**src/verilog/mpc_pkg.sv**
```systemverilog
// Constants, register map and carrier types for the motor PWM counter and mask stage.
// Assumes a single 20 MHz clock and a plain byte-wide register port.
// Contract
// - Align codes 00/01 edge, 10 center variant one, 11 center variant two; the code runs 10 and 11 identically.
// - Counter clock divider codes 00..11 divide source by 1, 2, 4, 8.
// - Counter-on high runs counter; low stops it and switches wave off.
// - Center duty-match interrupt select: none, up only, down only, both.
// - Reload low blocks transfers; high loads period at underflow, then self-clears.
// - Sync update request with enable loads all three duties together, then clears.
// - Mirror enable copies channel zero duty writes into channels one and two.
// - Duty values are 10-bit write-only low/high bytes, reset zero.
// - Period value is 10-bit write-only low/high bytes, reset zero.
// - Live counter readable as low/high bytes, reset zero.
// - Arm select low modulates bottom arms, high modulates top arms.
// - Modulation enable low removes PWM from arms; resets high.
// - Complementary hardware mask truth table per phase.
// - Non-complementary table drives non-PWM arm zero instead of inverted wave.
// - Mask method low hardware, high software; software ignores pair style.
// - Software mask enable replaces channel wave with its mask level.
// - Pair both masked with both levels one forces both outputs zero.
// - Complementary pair: non-PWM channel cannot be masked high, outputs zero; the code zeroes it only while the wave channel is high.
// - Brake overrides all: tops zero, bottoms one.
// - Protect: state select low all zero, high tops zero bottoms one.
// - Status reads three gate levels and three filtered hall inputs.
// - Pair in general I/O use gets no mask effect; the code drops only the software mask and keeps the hardware table.
// - High byte goes to 2-bit buffer; low byte write commits both.
package mpc_pkg;
    // ==========================================================
    // Register offsets
    localparam logic [3:0] MPC_PWM_CONTROL = 4'h0;
    localparam logic [3:0] MPC_DUTY_SYNC_CONTROL = 4'h1;
    localparam logic [3:0] MPC_DUTY0_LOW = 4'h2;
    localparam logic [3:0] MPC_DUTY0_HIGH = 4'h3;
    localparam logic [3:0] MPC_DUTY1_LOW = 4'h4;
    localparam logic [3:0] MPC_DUTY1_HIGH = 4'h5;
    localparam logic [3:0] MPC_DUTY2_LOW = 4'h6;
    localparam logic [3:0] MPC_DUTY2_HIGH = 4'h7;
    localparam logic [3:0] MPC_PERIOD_LOW = 4'h8;
    localparam logic [3:0] MPC_PERIOD_HIGH = 4'h9;
    localparam logic [3:0] MPC_COUNTER_LOW = 4'ha;
    localparam logic [3:0] MPC_COUNTER_HIGH = 4'hb;
    localparam logic [3:0] MPC_MASK_CONFIG = 4'hc;
    localparam logic [3:0] MPC_GATE_HALL_STATUS = 4'hd;
    localparam logic [3:0] MPC_SOFT_MASK_ENABLE = 4'he;
    localparam logic [3:0] MPC_SOFT_MASK_DATA = 4'hf;
    // ==========================================================
    // Field positions
    localparam int MPC_CTL_ALIGN_LSB = 6;
    localparam int MPC_CTL_DIV_LSB = 4;
    localparam int MPC_CTL_ON_BIT = 3;
    localparam int MPC_CTL_IRQ_LSB = 1;
    localparam int MPC_CTL_RELOAD_BIT = 0;
    localparam int MPC_SYNC_REQ_BIT = 2;
    localparam int MPC_SYNC_EN_BIT = 1;
    localparam int MPC_MIRROR_BIT = 0;
    localparam int MPC_MCF_METHOD_BIT = 7;
    localparam int MPC_MCF_STYLE_BIT = 3;
    localparam int MPC_MCF_MODEN_BIT = 2;
    localparam int MPC_MCF_PROT_BIT = 1;
    localparam int MPC_MCF_ARM_BIT = 0;
    // ==========================================================
    // Reset values
    localparam logic [7:0] MPC_CONTROL_RST = 8'h00;
    localparam logic [2:0] MPC_SYNC_RST = 3'h0;
    localparam logic [9:0] MPC_VALUE_RST = 10'h000;
    localparam logic [7:0] MPC_MCF_RST = 8'h04;
    localparam logic [5:0] MPC_MASK_RST = 6'h00;
    // ==========================================================
    // Types
    typedef struct packed {
        logic [1:0] align_mode_sel;
        logic [1:0] counter_clk_div;
        logic counter_on;
        logic [1:0] center_irq_sel;
        logic reload_enable;
    } mpc_ctrl_t;

    typedef struct packed {
        logic [3:0] addr;
        logic [7:0] wdata;
        logic wr;
        logic rd;
    } mpc_bus_t;

    typedef enum logic [1:0] {
        MPC_DIR_UP = 2'b01,
        MPC_DIR_DOWN = 2'b10
    } mpc_dir_t;
endpackage

```
**src/verilog/mpc_pwm_mask.sv**
```systemverilog
// Motor PWM counter, three duty comparators and six-arm mask stage.
// Assumes hall decode, protect detect and pin-mode bits come from outside on the
// same clock, except filtered hall inputs which are synchronised here.
module mpc_pwm_mask
    import mpc_pkg::*;
(
    input wire logic sys_clk_i,
    input wire logic arst_n_i,
    input wire logic [3:0] addr_i,
    input wire logic [7:0] wdata_i,
    input wire logic wr_i,
    input wire logic rd_i,
    input wire logic [5:0] decoded_steps_i,
    input wire logic brake_active_i,
    input wire logic protect_trig_i,
    input wire logic [2:0] pair_gpio_i,
    input wire logic [2:0] filtered_hall_i,
    output logic [7:0] rdata_o,
    output logic [5:0] arm_pre_o,
    output logic [2:0] wave_o,
    output logic duty_match_irq_o
);
    // ==========================================================
    // Register state
    mpc_ctrl_t ctrl_r;
    logic [2:0] sync_r;
    logic [7:0] mcf_r;
    logic [5:0] mask_en_r;
    logic [5:0] mask_lvl_r;
    logic [1:0] hibuf_r [4];
    logic [9:0] duty_buf_r [3];
    logic [9:0] duty_act_r [3];
    logic [9:0] period_buf_r;
    logic [9:0] period_act_r;
    logic [9:0] cnt_r;
    logic [2:0] pre_r;
    mpc_dir_t dir_r;
    logic [2:0] hall_s1_r;
    logic [2:0] hall_s2_r;
    mpc_bus_t bus;
    logic tick;
    logic underflow;
    logic load_duty;
    logic [2:0] cmp_wave;
    logic [5:0] arm_nxt;
    logic [2:0] div_mask;

    assign bus = '{addr: addr_i, wdata: wdata_i, wr: wr_i, rd: rd_i};

    // Index of duty channel for a low or high byte offset
    function automatic logic [1:0] duty_idx(input logic [3:0] a);
        return 2'((a - MPC_DUTY0_LOW) >> 1);
    endfunction

    // ==========================================================
    // Control registers
    always_ff @(posedge sys_clk_i or negedge arst_n_i) begin
        if (!arst_n_i) begin
            ctrl_r <= mpc_ctrl_t'(MPC_CONTROL_RST);
        end else begin
            if (bus.wr && bus.addr == MPC_PWM_CONTROL) begin
                ctrl_r <= mpc_ctrl_t'(bus.wdata);
            end else if (ctrl_r.reload_enable && underflow) begin
                ctrl_r.reload_enable <= 1'b0;
            end
        end
    end

    // Sync control; a software set wins the race against the hardware clear
    always_ff @(posedge sys_clk_i or negedge arst_n_i) begin
        if (!arst_n_i) begin
            sync_r <= MPC_SYNC_RST;
        end else begin
            if (bus.wr && bus.addr == MPC_DUTY_SYNC_CONTROL) begin
                sync_r <= bus.wdata[2:0];
            end else if (load_duty) begin
                sync_r[MPC_SYNC_REQ_BIT] <= 1'b0;
            end
        end
    end

    // Mask configuration and software mask registers
    always_ff @(posedge sys_clk_i or negedge arst_n_i) begin
        if (!arst_n_i) begin
            mcf_r <= MPC_MCF_RST;
            mask_en_r <= MPC_MASK_RST;
            mask_lvl_r <= MPC_MASK_RST;
        end else if (bus.wr) begin
            if (bus.addr == MPC_MASK_CONFIG) begin
                mcf_r <= {bus.wdata[7], 3'h0, bus.wdata[3:0]};
            end
            if (bus.addr == MPC_SOFT_MASK_ENABLE) begin
                mask_en_r <= bus.wdata[5:0];
            end
            if (bus.addr == MPC_SOFT_MASK_DATA) begin
                mask_lvl_r <= bus.wdata[5:0];
            end
        end
    end

    // ==========================================================
    // Duty and period write path; high byte parks in a 2-bit buffer
    always_ff @(posedge sys_clk_i or negedge arst_n_i) begin
        if (!arst_n_i) begin
            for (int i = 0; i < 4; i++) begin
                hibuf_r[i] <= 2'h0;
            end
            for (int i = 0; i < 3; i++) begin
                duty_buf_r[i] <= MPC_VALUE_RST;
            end
            period_buf_r <= MPC_VALUE_RST;
        end else if (bus.wr) begin
            if (bus.addr == MPC_PERIOD_HIGH) begin
                hibuf_r[3] <= bus.wdata[1:0];
            end else if (bus.addr == MPC_PERIOD_LOW) begin
                period_buf_r <= {hibuf_r[3], bus.wdata};
            end else if (bus.addr >= MPC_DUTY0_LOW && bus.addr <= MPC_DUTY2_HIGH) begin
                if (bus.addr[0]) begin
                    hibuf_r[duty_idx(bus.addr)] <= bus.wdata[1:0];
                end else if (duty_idx(bus.addr) == 2'd0 && sync_r[MPC_MIRROR_BIT]) begin
                    for (int i = 0; i < 3; i++) begin
                        duty_buf_r[i] <= {hibuf_r[0], bus.wdata};
                    end
                end else begin
                    duty_buf_r[duty_idx(bus.addr)] <= {hibuf_r[duty_idx(bus.addr)], bus.wdata};
                end
            end
        end
    end

    // ==========================================================
    // Prescaler; a tick every 1, 2, 4 or 8 clocks
    assign div_mask = 3'((4'h1 << ctrl_r.counter_clk_div) - 4'h1);
    assign tick = ctrl_r.counter_on && ((pre_r & div_mask) == div_mask);
    always_ff @(posedge sys_clk_i or negedge arst_n_i) begin
        if (!arst_n_i) begin
            pre_r <= 3'h0;
        end else begin
            pre_r <= ctrl_r.counter_on ? pre_r + 3'h1 : 3'h0;
        end
    end

    // Underflow: end of a PWM cycle, back at zero
    always_comb begin
        if (ctrl_r.align_mode_sel[1]) begin
            underflow = tick && dir_r == MPC_DIR_DOWN && cnt_r <= 10'h001;
        end else begin
            underflow = tick && cnt_r >= period_act_r;
        end
    end
    // Duty loads at reload underflow, or at once on a sync request
    assign load_duty = (ctrl_r.reload_enable && underflow)
        || (sync_r[MPC_SYNC_EN_BIT] && sync_r[MPC_SYNC_REQ_BIT]);

    // Counter; stops in place while off
    always_ff @(posedge sys_clk_i or negedge arst_n_i) begin
        if (!arst_n_i) begin
            cnt_r <= MPC_VALUE_RST;
            dir_r <= MPC_DIR_UP;
        end else if (tick) begin
            if (!ctrl_r.align_mode_sel[1]) begin
                cnt_r <= underflow ? 10'h000 : cnt_r + 10'h001;
                dir_r <= MPC_DIR_UP;
            end else begin
                case (dir_r)
                    MPC_DIR_UP: begin
                        if (cnt_r >= period_act_r) begin
                            dir_r <= MPC_DIR_DOWN;
                            cnt_r <= (cnt_r == 10'h000) ? cnt_r : cnt_r - 10'h001;
                        end else begin
                            cnt_r <= cnt_r + 10'h001;
                        end
                    end
                    MPC_DIR_DOWN: begin
                        if (cnt_r <= 10'h001) begin
                            dir_r <= MPC_DIR_UP;
                            cnt_r <= 10'h000;
                        end else begin
                            cnt_r <= cnt_r - 10'h001;
                        end
                    end
                    default: dir_r <= MPC_DIR_UP;
                endcase
            end
        end
    end

    // Active period and duties only move from the buffers when allowed
    always_ff @(posedge sys_clk_i or negedge arst_n_i) begin
        if (!arst_n_i) begin
            period_act_r <= MPC_VALUE_RST;
            for (int i = 0; i < 3; i++) begin
                duty_act_r[i] <= MPC_VALUE_RST;
            end
        end else begin
            if (ctrl_r.reload_enable && underflow) begin
                period_act_r <= period_buf_r;
            end
            if (load_duty) begin
                for (int i = 0; i < 3; i++) begin
                    duty_act_r[i] <= duty_buf_r[i];
                end
            end
        end
    end

    // Compare waves; all off when the counter is switched off
    always_comb begin
        for (int i = 0; i < 3; i++) begin
            cmp_wave[i] = ctrl_r.counter_on && (cnt_r < duty_act_r[i]);
        end
    end

    // ==========================================================
    // Mask stage, per phase: bit 2p+1 top, bit 2p bottom; phase a (p=2) runs on channel 0
    always_comb begin
        logic ht;
        logic hb;
        logic w;
        logic wb;
        logic comp;
        logic [1:0] pr;
        ht = 1'b0;
        hb = 1'b0;
        w = 1'b0;
        wb = 1'b0;
        comp = 1'b0;
        pr = 2'b00;
        arm_nxt = 6'h00;
        for (int p = 0; p < 3; p++) begin
            ht = decoded_steps_i[2*p+1];
            hb = decoded_steps_i[2*p];
            // Modulation disabled leaves the arm fully on
            w = mcf_r[MPC_MCF_MODEN_BIT] ? cmp_wave[2-p] : 1'b1;
            wb = mcf_r[MPC_MCF_MODEN_BIT] ? ~cmp_wave[2-p] : 1'b0;
            // Software mask ignores the style bit and keeps both waves available
            comp = mcf_r[MPC_MCF_METHOD_BIT] || !mcf_r[MPC_MCF_STYLE_BIT];
            pr = 2'b00;
            if (ht && !hb) begin
                pr = mcf_r[MPC_MCF_ARM_BIT] ? {w, comp & wb} : 2'b10;
            end else if (!ht && hb) begin
                pr = mcf_r[MPC_MCF_ARM_BIT] ? 2'b01 : {comp & wb, w};
            end
            if (mcf_r[MPC_MCF_METHOD_BIT] && !pair_gpio_i[p]) begin
                for (int k = 0; k < 2; k++) begin
                    if (mask_en_r[2*p+k]) begin
                        pr[k] = mask_lvl_r[2*p+k];
                    end
                end
                if (mask_en_r[2*p+1] && mask_en_r[2*p] && mask_lvl_r[2*p+1] && mask_lvl_r[2*p]) begin
                    pr = 2'b00;
                end
                // Complementary pair: masked-high non-wave channel drops low while the wave channel is high
                if (!mask_en_r[2*p+1] && mask_en_r[2*p] && pr[1] && mask_lvl_r[2*p]) begin
                    pr[0] = 1'b0;
                end
                if (mask_en_r[2*p+1] && !mask_en_r[2*p] && pr[0] && mask_lvl_r[2*p+1]) begin
                    pr[1] = 1'b0;
                end
            end
            if (protect_trig_i) begin
                pr = {1'b0, mcf_r[MPC_MCF_PROT_BIT]};
            end
            if (brake_active_i) begin
                pr = 2'b01;
            end
            arm_nxt[2*p+1 -: 2] = pr;
        end
    end

    // ==========================================================
    // Outputs, hall synchroniser and read port
    always_ff @(posedge sys_clk_i or negedge arst_n_i) begin
        if (!arst_n_i) begin
            arm_pre_o <= 6'h00;
            wave_o <= 3'h0;
            duty_match_irq_o <= 1'b0;
            hall_s1_r <= 3'h0;
            hall_s2_r <= 3'h0;
        end else begin
            arm_pre_o <= arm_nxt;
            wave_o <= cmp_wave;
            hall_s1_r <= filtered_hall_i;
            hall_s2_r <= hall_s1_r;
            // One-cycle pulse on a duty-0 match at the counting edge
            duty_match_irq_o <= tick && ctrl_r.align_mode_sel[1] && cnt_r == duty_act_r[0]
                && ((dir_r == MPC_DIR_UP && ctrl_r.center_irq_sel[0])
                || (dir_r == MPC_DIR_DOWN && ctrl_r.center_irq_sel[1]));
        end
    end

    // Write-only registers read zero; unmapped reads are impossible with 16 slots
    always_ff @(posedge sys_clk_i or negedge arst_n_i) begin
        if (!arst_n_i) begin
            rdata_o <= 8'h00;
        end else if (bus.rd) begin
            case (bus.addr)
                MPC_PWM_CONTROL: rdata_o <= ctrl_r;
                MPC_DUTY_SYNC_CONTROL: rdata_o <= {5'h00, sync_r};
                MPC_COUNTER_LOW: rdata_o <= cnt_r[7:0];
                MPC_COUNTER_HIGH: rdata_o <= {6'h00, cnt_r[9:8]};
                MPC_MASK_CONFIG: rdata_o <= mcf_r;
                MPC_GATE_HALL_STATUS: rdata_o <= {2'h0, arm_pre_o[5], arm_pre_o[4], arm_pre_o[3], hall_s2_r};
                MPC_SOFT_MASK_ENABLE: rdata_o <= {2'h0, mask_en_r};
                MPC_SOFT_MASK_DATA: rdata_o <= {2'h0, mask_lvl_r};
                default: rdata_o <= 8'h00;
            endcase
        end else begin
            rdata_o <= 8'h00;
        end
    end
endmodule // mpc_pwm_mask
```
**config.mk**
```make
export PLATFORM = sky130hd
export DESIGN_NAME = mpc_pwm_mask
export DESIGN_NICKNAME = d
export VERILOG_FILES = /design/src/verilog/mpc_pkg.sv /design/src/verilog/mpc_pwm_mask.sv
export SDC_FILE = /design/constraint.sdc
export NUM_CORES = 1
export LEC_CHECK = 0
export BUFFER_PORTS_ARGS = -buffer_cell sky130_fd_sc_hd__buf_2
export CORE_MARGIN = 10
export CORE_UTILIZATION = 60
export DETAILED_ROUTE_END_ITERATION = 6
export GPL_TIMING_DRIVEN = 1
export PLACE_DENSITY = 0.79
export SLEW_MARGIN = 40
export SYNTH_ARGS = -nofsm -noshare
export SYNTH_HDL_FRONTEND = slang
export SYNTH_SLANG_ARGS = --single-unit
export TNS_END_PERCENT = 1
```
**constraint.sdc**
```tcl
create_clock -name sys_clk_i -period 5.17 [get_ports sys_clk_i]
set_input_delay 0.517 -clock sys_clk_i [delete_from_list [all_inputs] [get_ports sys_clk_i]]
set_output_delay 0.517 -clock sys_clk_i [all_outputs]
set_load 0.03 [all_outputs]
```
Word-level counts from Yosys, hierarchy flattened
Index checks and enable logic that the tools add are counted.
{"block": "classes", "eq_ne": 18, "n_lt_le_gt_ge": 9, "n_reduce_logical": 90, "shifts": 1, "addsub": 5, "bitwise": 11, "n_mux": 80}
{"operator": "2-bit 2-to-1 mux", "count": 37}
{"operator": "8-bit case mux with 8 select lines", "count": 1}
{"operator": "10-bit 2-to-1 mux", "count": 6}
{"operator": "1-bit logical AND", "count": 55}
{"operator": "4-bit == test, second input constant", "count": 8}
{"operator": "30-bit bitwise mux", "count": 1}
{"operator": "10-bit less-than comparator", "count": 3}
{"operator": "30-bit 2-to-1 mux", "count": 1}
{"operator": "1-bit 2-to-1 mux", "count": 26}
{"operator": "10-bit demux with 2-bit select", "count": 1}
{"operator": "10-bit case mux with 2 select lines", "count": 1}
{"operator": "1-bit zero test", "count": 16}
{"operator": "10-bit by 1-bit adder with 10-bit output, second input constant", "count": 1}
{"operator": "10-bit == test", "count": 1}
{"operator": "10-bit greater-or-equal comparator", "count": 1}
{"operator": "10-bit by 1-bit <= comparator with 1-bit output, second input constant", "count": 1}
{"operator": "10-bit zero test", "count": 1}
{"operator": "5-bit AND reduction", "count": 2}
{"operator": "10-bit by 1-bit subtractor with 10-bit output, second input constant", "count": 1}
{"operator": "3-bit AND reduction", "count": 3}
{"operator": "8-bit bitwise mux", "count": 1}
{"operator": "8-bit 2-to-1 mux", "count": 1}
{"operator": "2-bit nonzero test", "count": 4}
{"operator": "3-bit inequality test, second input constant", "count": 2}
{"operator": "28 further kinds", "count": 39}
{"block": "totals", "word_cells": 245, "out_inout_bits": 18, "inputBits": 30, "reg_bits": 155}

Logic depth before layout (Yosys ltp)
Gate-level depths: netlist of run 1.
{"block": "logic_depth", "word_depth": 21, "mapped_depth": 11, "depth_no_buf": 9}

Worst setup path after synthesis of run 1
No wires, ideal clock.
{"block": "synth_path", "kind": "flip-flop to flip-flop", "startpoint": "register cnt_r[0]", "endpoint": "register cnt_r[4]", "required_time_ns": 5.046, "period_less_slack_ns": 2.810, "setup_ns": 0.124, "setup_slack_ns": 2.360, "arrival_ns": 2.686, "stages_incl_launch_ff": 12, "n_path_buf": 2, "cell_sequence": "dfrtp_1 > clkbuf_1 > inv_1 > ha_1 > nor3b_1 > nor2_1 > o21ai_0 > nand2_1 > a31oi_1 > clkbuf_1 > o21ai_0 > a211o_1"}
{"block": "synth_via", "elab_chain_len": 5, "word_cells_on_any_way": 16, "classes_between": "add/sub (2); order compare (2); eq/ne (1); mux (7); reduce/logical (4)"}
{"element": "from (decl)", "line_no": "mpc_pwm_mask.sv:35", "source": "logic [9:0] cnt_r;"}
{"element": "from (signal assigned)", "line_no": "mpc_pwm_mask.sv:162", "source": "cnt_r <= underflow ? 10'h000 : cnt_r + 10'h001;"}
{"element": "from (signal assigned)", "line_no": "mpc_pwm_mask.sv:169", "source": "cnt_r <= (cnt_r == 10'h000) ? cnt_r : cnt_r - 10'h001;"}
{"element": "from (signal assigned)", "line_no": "mpc_pwm_mask.sv:171", "source": "cnt_r <= cnt_r + 10'h001;"}
{"element": "10-bit by 1-bit subtractor with 10-bit output, or another cell as far along", "line_no": "mpc_pwm_mask.sv:169, mpc_pwm_mask.sv:179"}
{"element": "10-bit 2-to-1 mux, or another cell as far along", "line_no": "mpc_pwm_mask.sv:169"}
{"element": "10-bit 2-to-1 mux / 1-bit 2-to-1 mux (equally long branches)", "line_no": "mpc_pwm_mask.sv:167, mpc_pwm_mask.sv:145"}
{"element": "10-bit case mux with 2 select lines / 10-bit 2-to-1 mux (equally long branches)", "line_no": "mpc_pwm_mask.sv:165, mpc_pwm_mask.sv:162"}
{"element": "10-bit 2-to-1 mux", "line_no": "mpc_pwm_mask.sv:161", "source": "if (!ctrl_r.align_mode_sel[1]) begin"}
Parallel ways exist; a longest one is shown, timed or not. The select of a mux whose other input is x is not followed.
A chain may end at the register's enable or synchronous reset.

Worst setup path after layout of run 1
{"block": "layout_path", "startpoint": "register cnt_r[7]", "endpoint": "register duty_act_r[9] (netlist bit)"}
{"block": "layout_via", "elab_chain_len": 5, "word_cells_on_any_way": 7, "classes_between": "order compare (2); mux (1); reduce/logical (4)"}
{"element": "10-bit greater-or-equal comparator / 10-bit by 1-bit <= comparator with 1-bit output (equally long branches)", "line_no": "mpc_pwm_mask.sv:148, mpc_pwm_mask.sv:146"}
{"element": "1-bit logical AND, on equally long branches", "line_no": "mpc_pwm_mask.sv:148, mpc_pwm_mask.sv:146"}
{"element": "1-bit 2-to-1 mux (*)", "line_no": "mpc_pwm_mask.sv:145", "source": "if (ctrl_r.align_mode_sel[1]) begin"}
{"element": "1-bit logical AND (*)", "line_no": "mpc_pwm_mask.sv:152", "source": "assign load_duty = (ctrl_r.reload_enable && underflow)"}
{"element": "1-bit logical OR (*)", "line_no": "mpc_pwm_mask.sv:153", "source": "|| (sync_r[MPC_SYNC_EN_BIT] && sync_r[MPC_SYNC_REQ_BIT]);"}
{"element": "to (signal, indexed assignment)", "line_no": "mpc_pwm_mask.sv:201", "source": "duty_act_r[i] <= duty_buf_r[i];"}
{"element": "to (decl)", "line_no": "mpc_pwm_mask.sv:32", "source": "logic [9:0] duty_act_r [3];"}
Mark *: on every way between the ends. The rest lies on a longest branch, timed or not.

==> results of run 1 <==
==> timing repair <==
action	CTS	global route
buffers inserted	0	0
hold buffers	0	1
hold endpoints to repair	0	36
==> final cells by class <==
type / instances / area [um2]
tap: 176 / 220
fill: 1024 / 4170
clock buffer: 19 / 443
inverter: 55 / 206
timing repair buffer: 50 / 290
clock inverter: 13 / 109
sequential: 155 / 3880
multi-input combinational: 520 / 4080
==> power groups by stage <==
stage | clock [mW] | combinational (mW) | sequential, mW
floorplan | 0 | 1.35 | 1.78
global placement | 0 | 1.71 | 1.90
detailed placement | 0 | 1.76 | 1.91
CTS | 1.17 | 1.78 | 1.90
global route | 1.23 | 2.01 | 1.95
finish | 1.16 | 1.81 | 1.91
==> kinds of logic (layout without fill, tap and decap cells) <==
group / after synthesis / count (layout)
flops: 155 / 155
fa+ha+maj: 47 / 47
mux: 106 / 106
xor+xnor: 1 / 1
buf+inv: 80 / 137
simple gates: 205 / 205
compound gates: 161 / 161
==> through the flow <==
stage,cell area (um2),std cells
after detailed placement,8630,954
after floorplan,8290,755
after CTS,9180,986
after global placement,8610,954
after global routing,9230,988
final,9230,988
==> worst max-delay path, delay by kind of cell, from the launching register on <==
family             cells  cell delay [ps]
and+or+nand+nor        3             1650
AOI/OAI and AO/OA      2              860
DFF                    1              560
muxes                  1              350
==> synth_stat cells, drive strengths merged, types with 13 or more instances <==
cell and number:
a21oi 29, clkbuf 16, dfrtp 153, nor3 13, mux2 91, a22oi 13
nand2b 16, o21ai 41, ha 47, nor2 44, nand2 59, o31ai 13
inv 55
==> sequential cells by signal (all words and copies together), names as in the netlist, 5 cells and up <==
| register | flops |
|---|---|
| arm_pre_o | 6 |
| cnt_r | 10 |
| ctrl_r | 8 |
| duty_act_r | 30 |
| duty_buf_r | 30 |
| hibuf_r | 8 |
| mask_en_r | 6 |
| mask_lvl_r | 6 |
| mcf_r | 5 |
| period_act_r | 10 |
| period_buf_r | 10 |
| rdata_o | 8 |
==> worst max-delay path by stage <==
stage / endpoint / start / depth (start not counted) / slack [ps]
after floorplan: cnt_r[4] / cnt_r[0] / 11 / 2360
after CTS: duty_act_r[10] / cnt_r[7] / 6 / 1600
after global routing: duty_act_r[10] / cnt_r[7] / 6 / 1420
after detailed placement: duty_act_r[25] / cnt_r[7] / 6 / 1630
after global placement: duty_act_r[7] / cnt_r[7] / 6 / 1700
final: duty_act_r[9] / cnt_r[7] / 6 / 1600
==> metal layers <==
metal / GRT usage, % / vias up / routed length (um)
met3: 5.43 / 55 / 1270
met2: 37.1 / 232 / 10400
met4: 11.2 / 0 / 726
met1: 30.1 / 3100 / 9300
li1: - / 2832 / -
met5: 0 / - / 0
==> flow_metrics.tcl, run 1 <==
set metrics [dict create \
    die_y_um 138 \
    swShare_pct 38.9 \
    synth_cell_types 63 \
    min_to "hall_s1_r[0]" \
    synth-xor-area-share_pct 0.106 \
    nets 876 \
    io_pins 48 \
    slowest_stage "or4_1" \
    final_cell_mix "dfrtp_1 (153), mux2_2 (61), nand2_1 (59), inv_1 (55), ha_1 (47)" \
    r2r_cells 6 \
    grt_pass1_wl_mm 34.0 \
    worstSkewPairLatency_ps 430 \
    utilization_pct 68.9 \
    grt_use_total_pct 23.6 \
    setup_slack_ps 1600 \
    clockBufferDepth 2 \
    pre_cts_ws_ps 1630 \
    synth_edf_count 0 \
    relSlewSlack_pct 48.8 \
    final-hold-violation-count 0 \
    p_comb_share_pct 37.1 \
    ys_seq_area_share_pct 46.8 \
    setup_viol 0 \
    reg2reg_to "duty_act_r[9]" \
    path_clk_slew_ps 60 \
    firstDrtPassIters 5 \
    end_kind "flop" \
    power.total_mw 4.89 \
    tightest_slew_ps 764 \
    drive_above_1_share_pct 23.5 \
    power_switching_mw 1.90 \
    grt_pass1_vias 6281 \
    power.leakage_nw 4.18 \
    cts.sinks 155 \
    vias 6219 \
    cts_made_buffers 17 \
    hold_start "filtered_hall_i[0]" \
    rsz0062_at_grt "false" \
    yosysTopAreaCell "dfrtp_1" \
    report.final.slew_viol_count 0 \
    n_antenna_cell 0 \
    internal_power_mw 2.99 \
    period_share_pct 69.1 \
    layout_commonest_cell "dfrtp_1" \
    synth_flop_cell "dfrtp_1" \
    setup.worst_path.class "flop to flop" \
    maxCapViolCount 0 \
    area_growth_pct 11.3 \
    hpwl_mm 15.7 \
    drt_iter0_drc 499 \
    cts_resized 0 \
    htreeDepth 4 \
    ant_nets 0 \
    r2r_start "cnt_r[7]" \
    fin_setup_tns_ps 0 \
    clock_power_share_pct 23.8 \
    rows 42 \
    hp-class "input port to flop" \
    viasPerCell 6.29 \
    cts_tree "yes" \
    cp_max_fo 30 \
    grt_overflow_total 0 \
    period_minus_slack_ps 3570 \
    avgSynthCellArea_um2 11.0 \
    synth_top_family_by_area "multiplexers" \
    yosysWarnings 0 \
    coreArea_um2 13400 \
    regToRegSetupSlack_ps 1600 \
    globalplace.congestion 0.970 \
    design.die.area_um2 18900 \
    fmaxAchievable_ghz 0.280 \
    timing.hold.ws_ps 192 \
    grt_max_degree 115 \
    die_w_um 138 \
    post_drt_wl_per_cell_um 22.0 \
    p_per_area_nw_per_um2 530 \
    clock-root-buffer "clkbuf_16" \
    antenna_found_initial 0 \
    crit_chain "or4_1 > or4_4 > o41ai_2 > and4bb_2 > a21o_4 > mux2_4" \
    netlist_instances 755 \
    critPathRequiredTime_ps 5480 \
    max_stage_delay_ps 610 \
    port_buffers 47 \
    ir_drop_mv 0.271 \
    drc 0 \
    hold_depth 1 \
    synthArstFlopShare_pct 100 \
    synth-seq-cells 155 \
    outcome "finished, final reports clean" \
    pwr-share-seq_pct 39.1 \
    start_util_pct 61.9 \
    synth_compound_area_share_pct 13.3 \
    fin_skew_ps 6.14 \
    cp-start-kind "flop" \
    synthAdderAreaFrac_pct 7.09 \
    drt-total-wl_mm 21.7 \
    synth_top_area_share_pct 46.2 \
    synth_mux_area_share_pct 16.0 \
    synthTopCellsByArea "dfrtp_1 (46%), mux2_2 (8.3%), ha_1 (7.1%), mux2_4 (5.4%), nand2_1 (2.7%)" \
    crit_arrival_ps 3880 \
    syn_nets 832 \
    synth-simple-area-share_pct 12.5 \
    syn-cell-area_um2 8290 \
]
Note: power is estimated with default switching activity, not from simulation.
==> run 2, diff against run 1 <==
--- a/config.mk
+++ b/config.mk
@@ -7,10 +7,10 @@
 export LEC_CHECK = 0
 export BUFFER_PORTS_ARGS = -buffer_cell sky130_fd_sc_hd__buf_2
 export CORE_MARGIN = 10
-export CORE_UTILIZATION = 60
+export CORE_UTILIZATION = 55
 export DETAILED_ROUTE_END_ITERATION = 6
 export GPL_TIMING_DRIVEN = 1
-export PLACE_DENSITY = 0.79
+export PLACE_DENSITY = 0.76
 export SLEW_MARGIN = 40
 export SYNTH_ARGS = -nofsm -noshare
 export SYNTH_HDL_FRONTEND = slang
==> constraint.sdc (replaced) <==
create_clock -name sys_clk_i -period 3 [get_ports sys_clk_i]
set_input_delay 0.3 -clock sys_clk_i [delete_from_list [all_inputs] [get_ports sys_clk_i]]
set_output_delay 0.3 -clock sys_clk_i [all_outputs]
set_load 0.03 [all_outputs]
==> run 2 against run 1 <==
Effect of this change:
- total power grew 85%
- non-clock buffer count grew 39
- count of clock-buffer cells in the layout grew 1
- clock skew grew 4.0 ps
- maximum frequency grew 23%
- hold slack lost 19 ps
- wire length grew 5.0%
- die area grew 7.7%
- critical path depth grew 1
- core utilization shrank 3.3 points
- critical path type unchanged
- critical endpoint is now duty_act_r[16]
==> flow_metrics.tcl, run 2 (same netlist as run 1, synthesis figures left out) <==
set metrics [dict create \
    r2r_cells 7 \
    crit_arrival_ps 3230 \
    n_antenna_cell 0 \
    stdcell_area_um2 9600 \
    port_buffers 47 \
    cp_max_fo 17 \
    critPathRequiredTime_ps 3310 \
    grt_max_degree 86 \
    htreeDepth 4 \
    grt_pass1_wl_mm 36.3 \
    maxCapViolCount 0 \
    grt_overflow_total 0 \
    min_to "arm_pre_o[4]" \
    power.leakage_nw 4.41 \
    design.die.area_um2 20400 \
    end_kind "flop" \
    outcome "finished, final reports clean" \
    final_cell_mix "dfrtp_1 (152), mux2_2 (61), nand2_1 (59), inv_1 (55), ha_1 (47)" \
    fin_skew_ps 10.1 \
    regToRegSetupSlack_ps 90 \
    fmaxAchievable_ghz 0.343 \
    layout_commonest_cell "dfrtp_1" \
    coreArea_um2 14600 \
    hold_start "brake_active_i" \
    clockBufferDepth 2 \
    drc 0 \
    io_pins 48 \
    timing.hold.ws_ps 173 \
    rows 44 \
    r2r_start "cnt_r[4]" \
    period_minus_slack_ps 2910 \
    post_cts_buffers 0 \
    cp-start-kind "flop" \
    path_clk_slew_ps 60 \
    antenna_found_initial 0 \
    globalplace.congestion 0.953 \
    firstDrtPassIters 5 \
    post_drt_wl_per_cell_um 22.0 \
    viasPerCell 6.26 \
    grt_use_total_pct 23.0 \
    start_util_pct 56.6 \
    die_w_um 143 \
    grt_pass1_vias 6607 \
    final-hold-violation-count 0 \
    stdcell_count 1035 \
    drt-total-wl_mm 22.8 \
    nets 915 \
    relSlewSlack_pct 49.1 \
    ant_nets 0 \
    cts.sinks 155 \
    cts_tree "yes" \
    pre_cts_ws_ps 111 \
    period_share_pct 97.2 \
    drive_above_1_share_pct 26.4 \
    area_growth_pct 15.8 \
    setup_viol 0 \
    vias 6483 \
    reg2reg_to "duty_act_r[16]" \
    setup_slack_ps 85.2 \
    tightest_slew_ps 759 \
    power.total_mw 9.04 \
    reg_top3 "duty_act_r: 30 flops, duty_buf_r: 30 flops" \
    drt_iter0_drc 511 \
    setup.worst_path.class "flop to flop" \
    placed_area_um2 8940 \
    worstSkewPairLatency_ps 430 \
    die_y_um 143 \
    placed_cells 999 \
    clock-root-buffer "clkbuf_16" \
    p_per_area_nw_per_um2 941 \
    cts_made_buffers 17 \
    report.final.slew_viol_count 0 \
    hp-class "input port to flop" \
    hold_depth 3 \
    hpwl_mm 16.9 \
    ir_drop_mv 0.462 \
]
-- run 2: changes by cell type in the layout (fill, tap and decap cells not counted), sizes merged --
| cell | previous run | this run |
|---|---|---|
| buf | 49 | 84 |
| bufinv | 0 | 3 |
| dlygate4sd3 | 1 | 4 |
| inv | 62 | 59 |
| clkbuf | 19 | 21 |
| clkinvlp | 3 | 2 |
-- run 2: critical path: stages (launching register included) --
cell and delay (ps):
dfrtp_1 480, or4_1 560, or4_4 470, o41ai_2 350, and4bb_2 300, a21o_4 130, buf_12 180, mux2_4 320
-- run 2: worst max path at each step --
stage,endpoint,depth (start not counted),from,slack (ps)
detailed placement,arm_pre_o[0],8,cnt_r[3],110
global route,arm_pre_o[0],8,cnt_r[4],-1
floorplan,cnt_r[4],11,cnt_r[0],190
finish,duty_act_r[16],7,cnt_r[4],90
global placement,duty_act_r[8],7,cnt_r[4],160
CTS,arm_pre_o[0],8,cnt_r[3],90
-- run 2: layout make-up --
type / instances / area (um2)
multi-input combinational: 520 / 4060
fill: 1121 / 5040
tap: 184 / 230
clock inverter: 12 / 159
inverter: 55 / 206
timing repair buffer: 89 / 607
sequential: 155 / 3880
clock buffer: 20 / 457
-- run 2: per-layer routing --
metal / routed length, um / part of all wire (%) / global-route usage [%]
met1: 9470 / 42 / 29.1
met2: 11200 / 49 / 38.0
met3: 1490 / 6.5 / 5.54
met4: 666 / 2.9 / 8.03
met5: 0 / 0 / 0
-- run 2: power by group --
group / switching (mW) / leakage (nW) / internal (mW)
Combinational: 1.97 / 2.15 / 1.65
Sequential: 0.510 / 1.96 / 2.67
Clock: 0.875 / 0.298 / 1.36
-- run 2: metrics by stage --
stage               util (%)  setup TNS (ps)
CTS                     65.5               0
floorplan                  -               0
global placement        61.0               0
finish                  65.6               0
global route            65.6           -1.18
detailed placement      61.0               0
-- run 2: repair_timing --
item	4_1_cts	5_1_grt
hold buffers	4	0
resized for setup	0	3
endpoints found under the hold margin	83	0
setup endpoints to repair	0	34
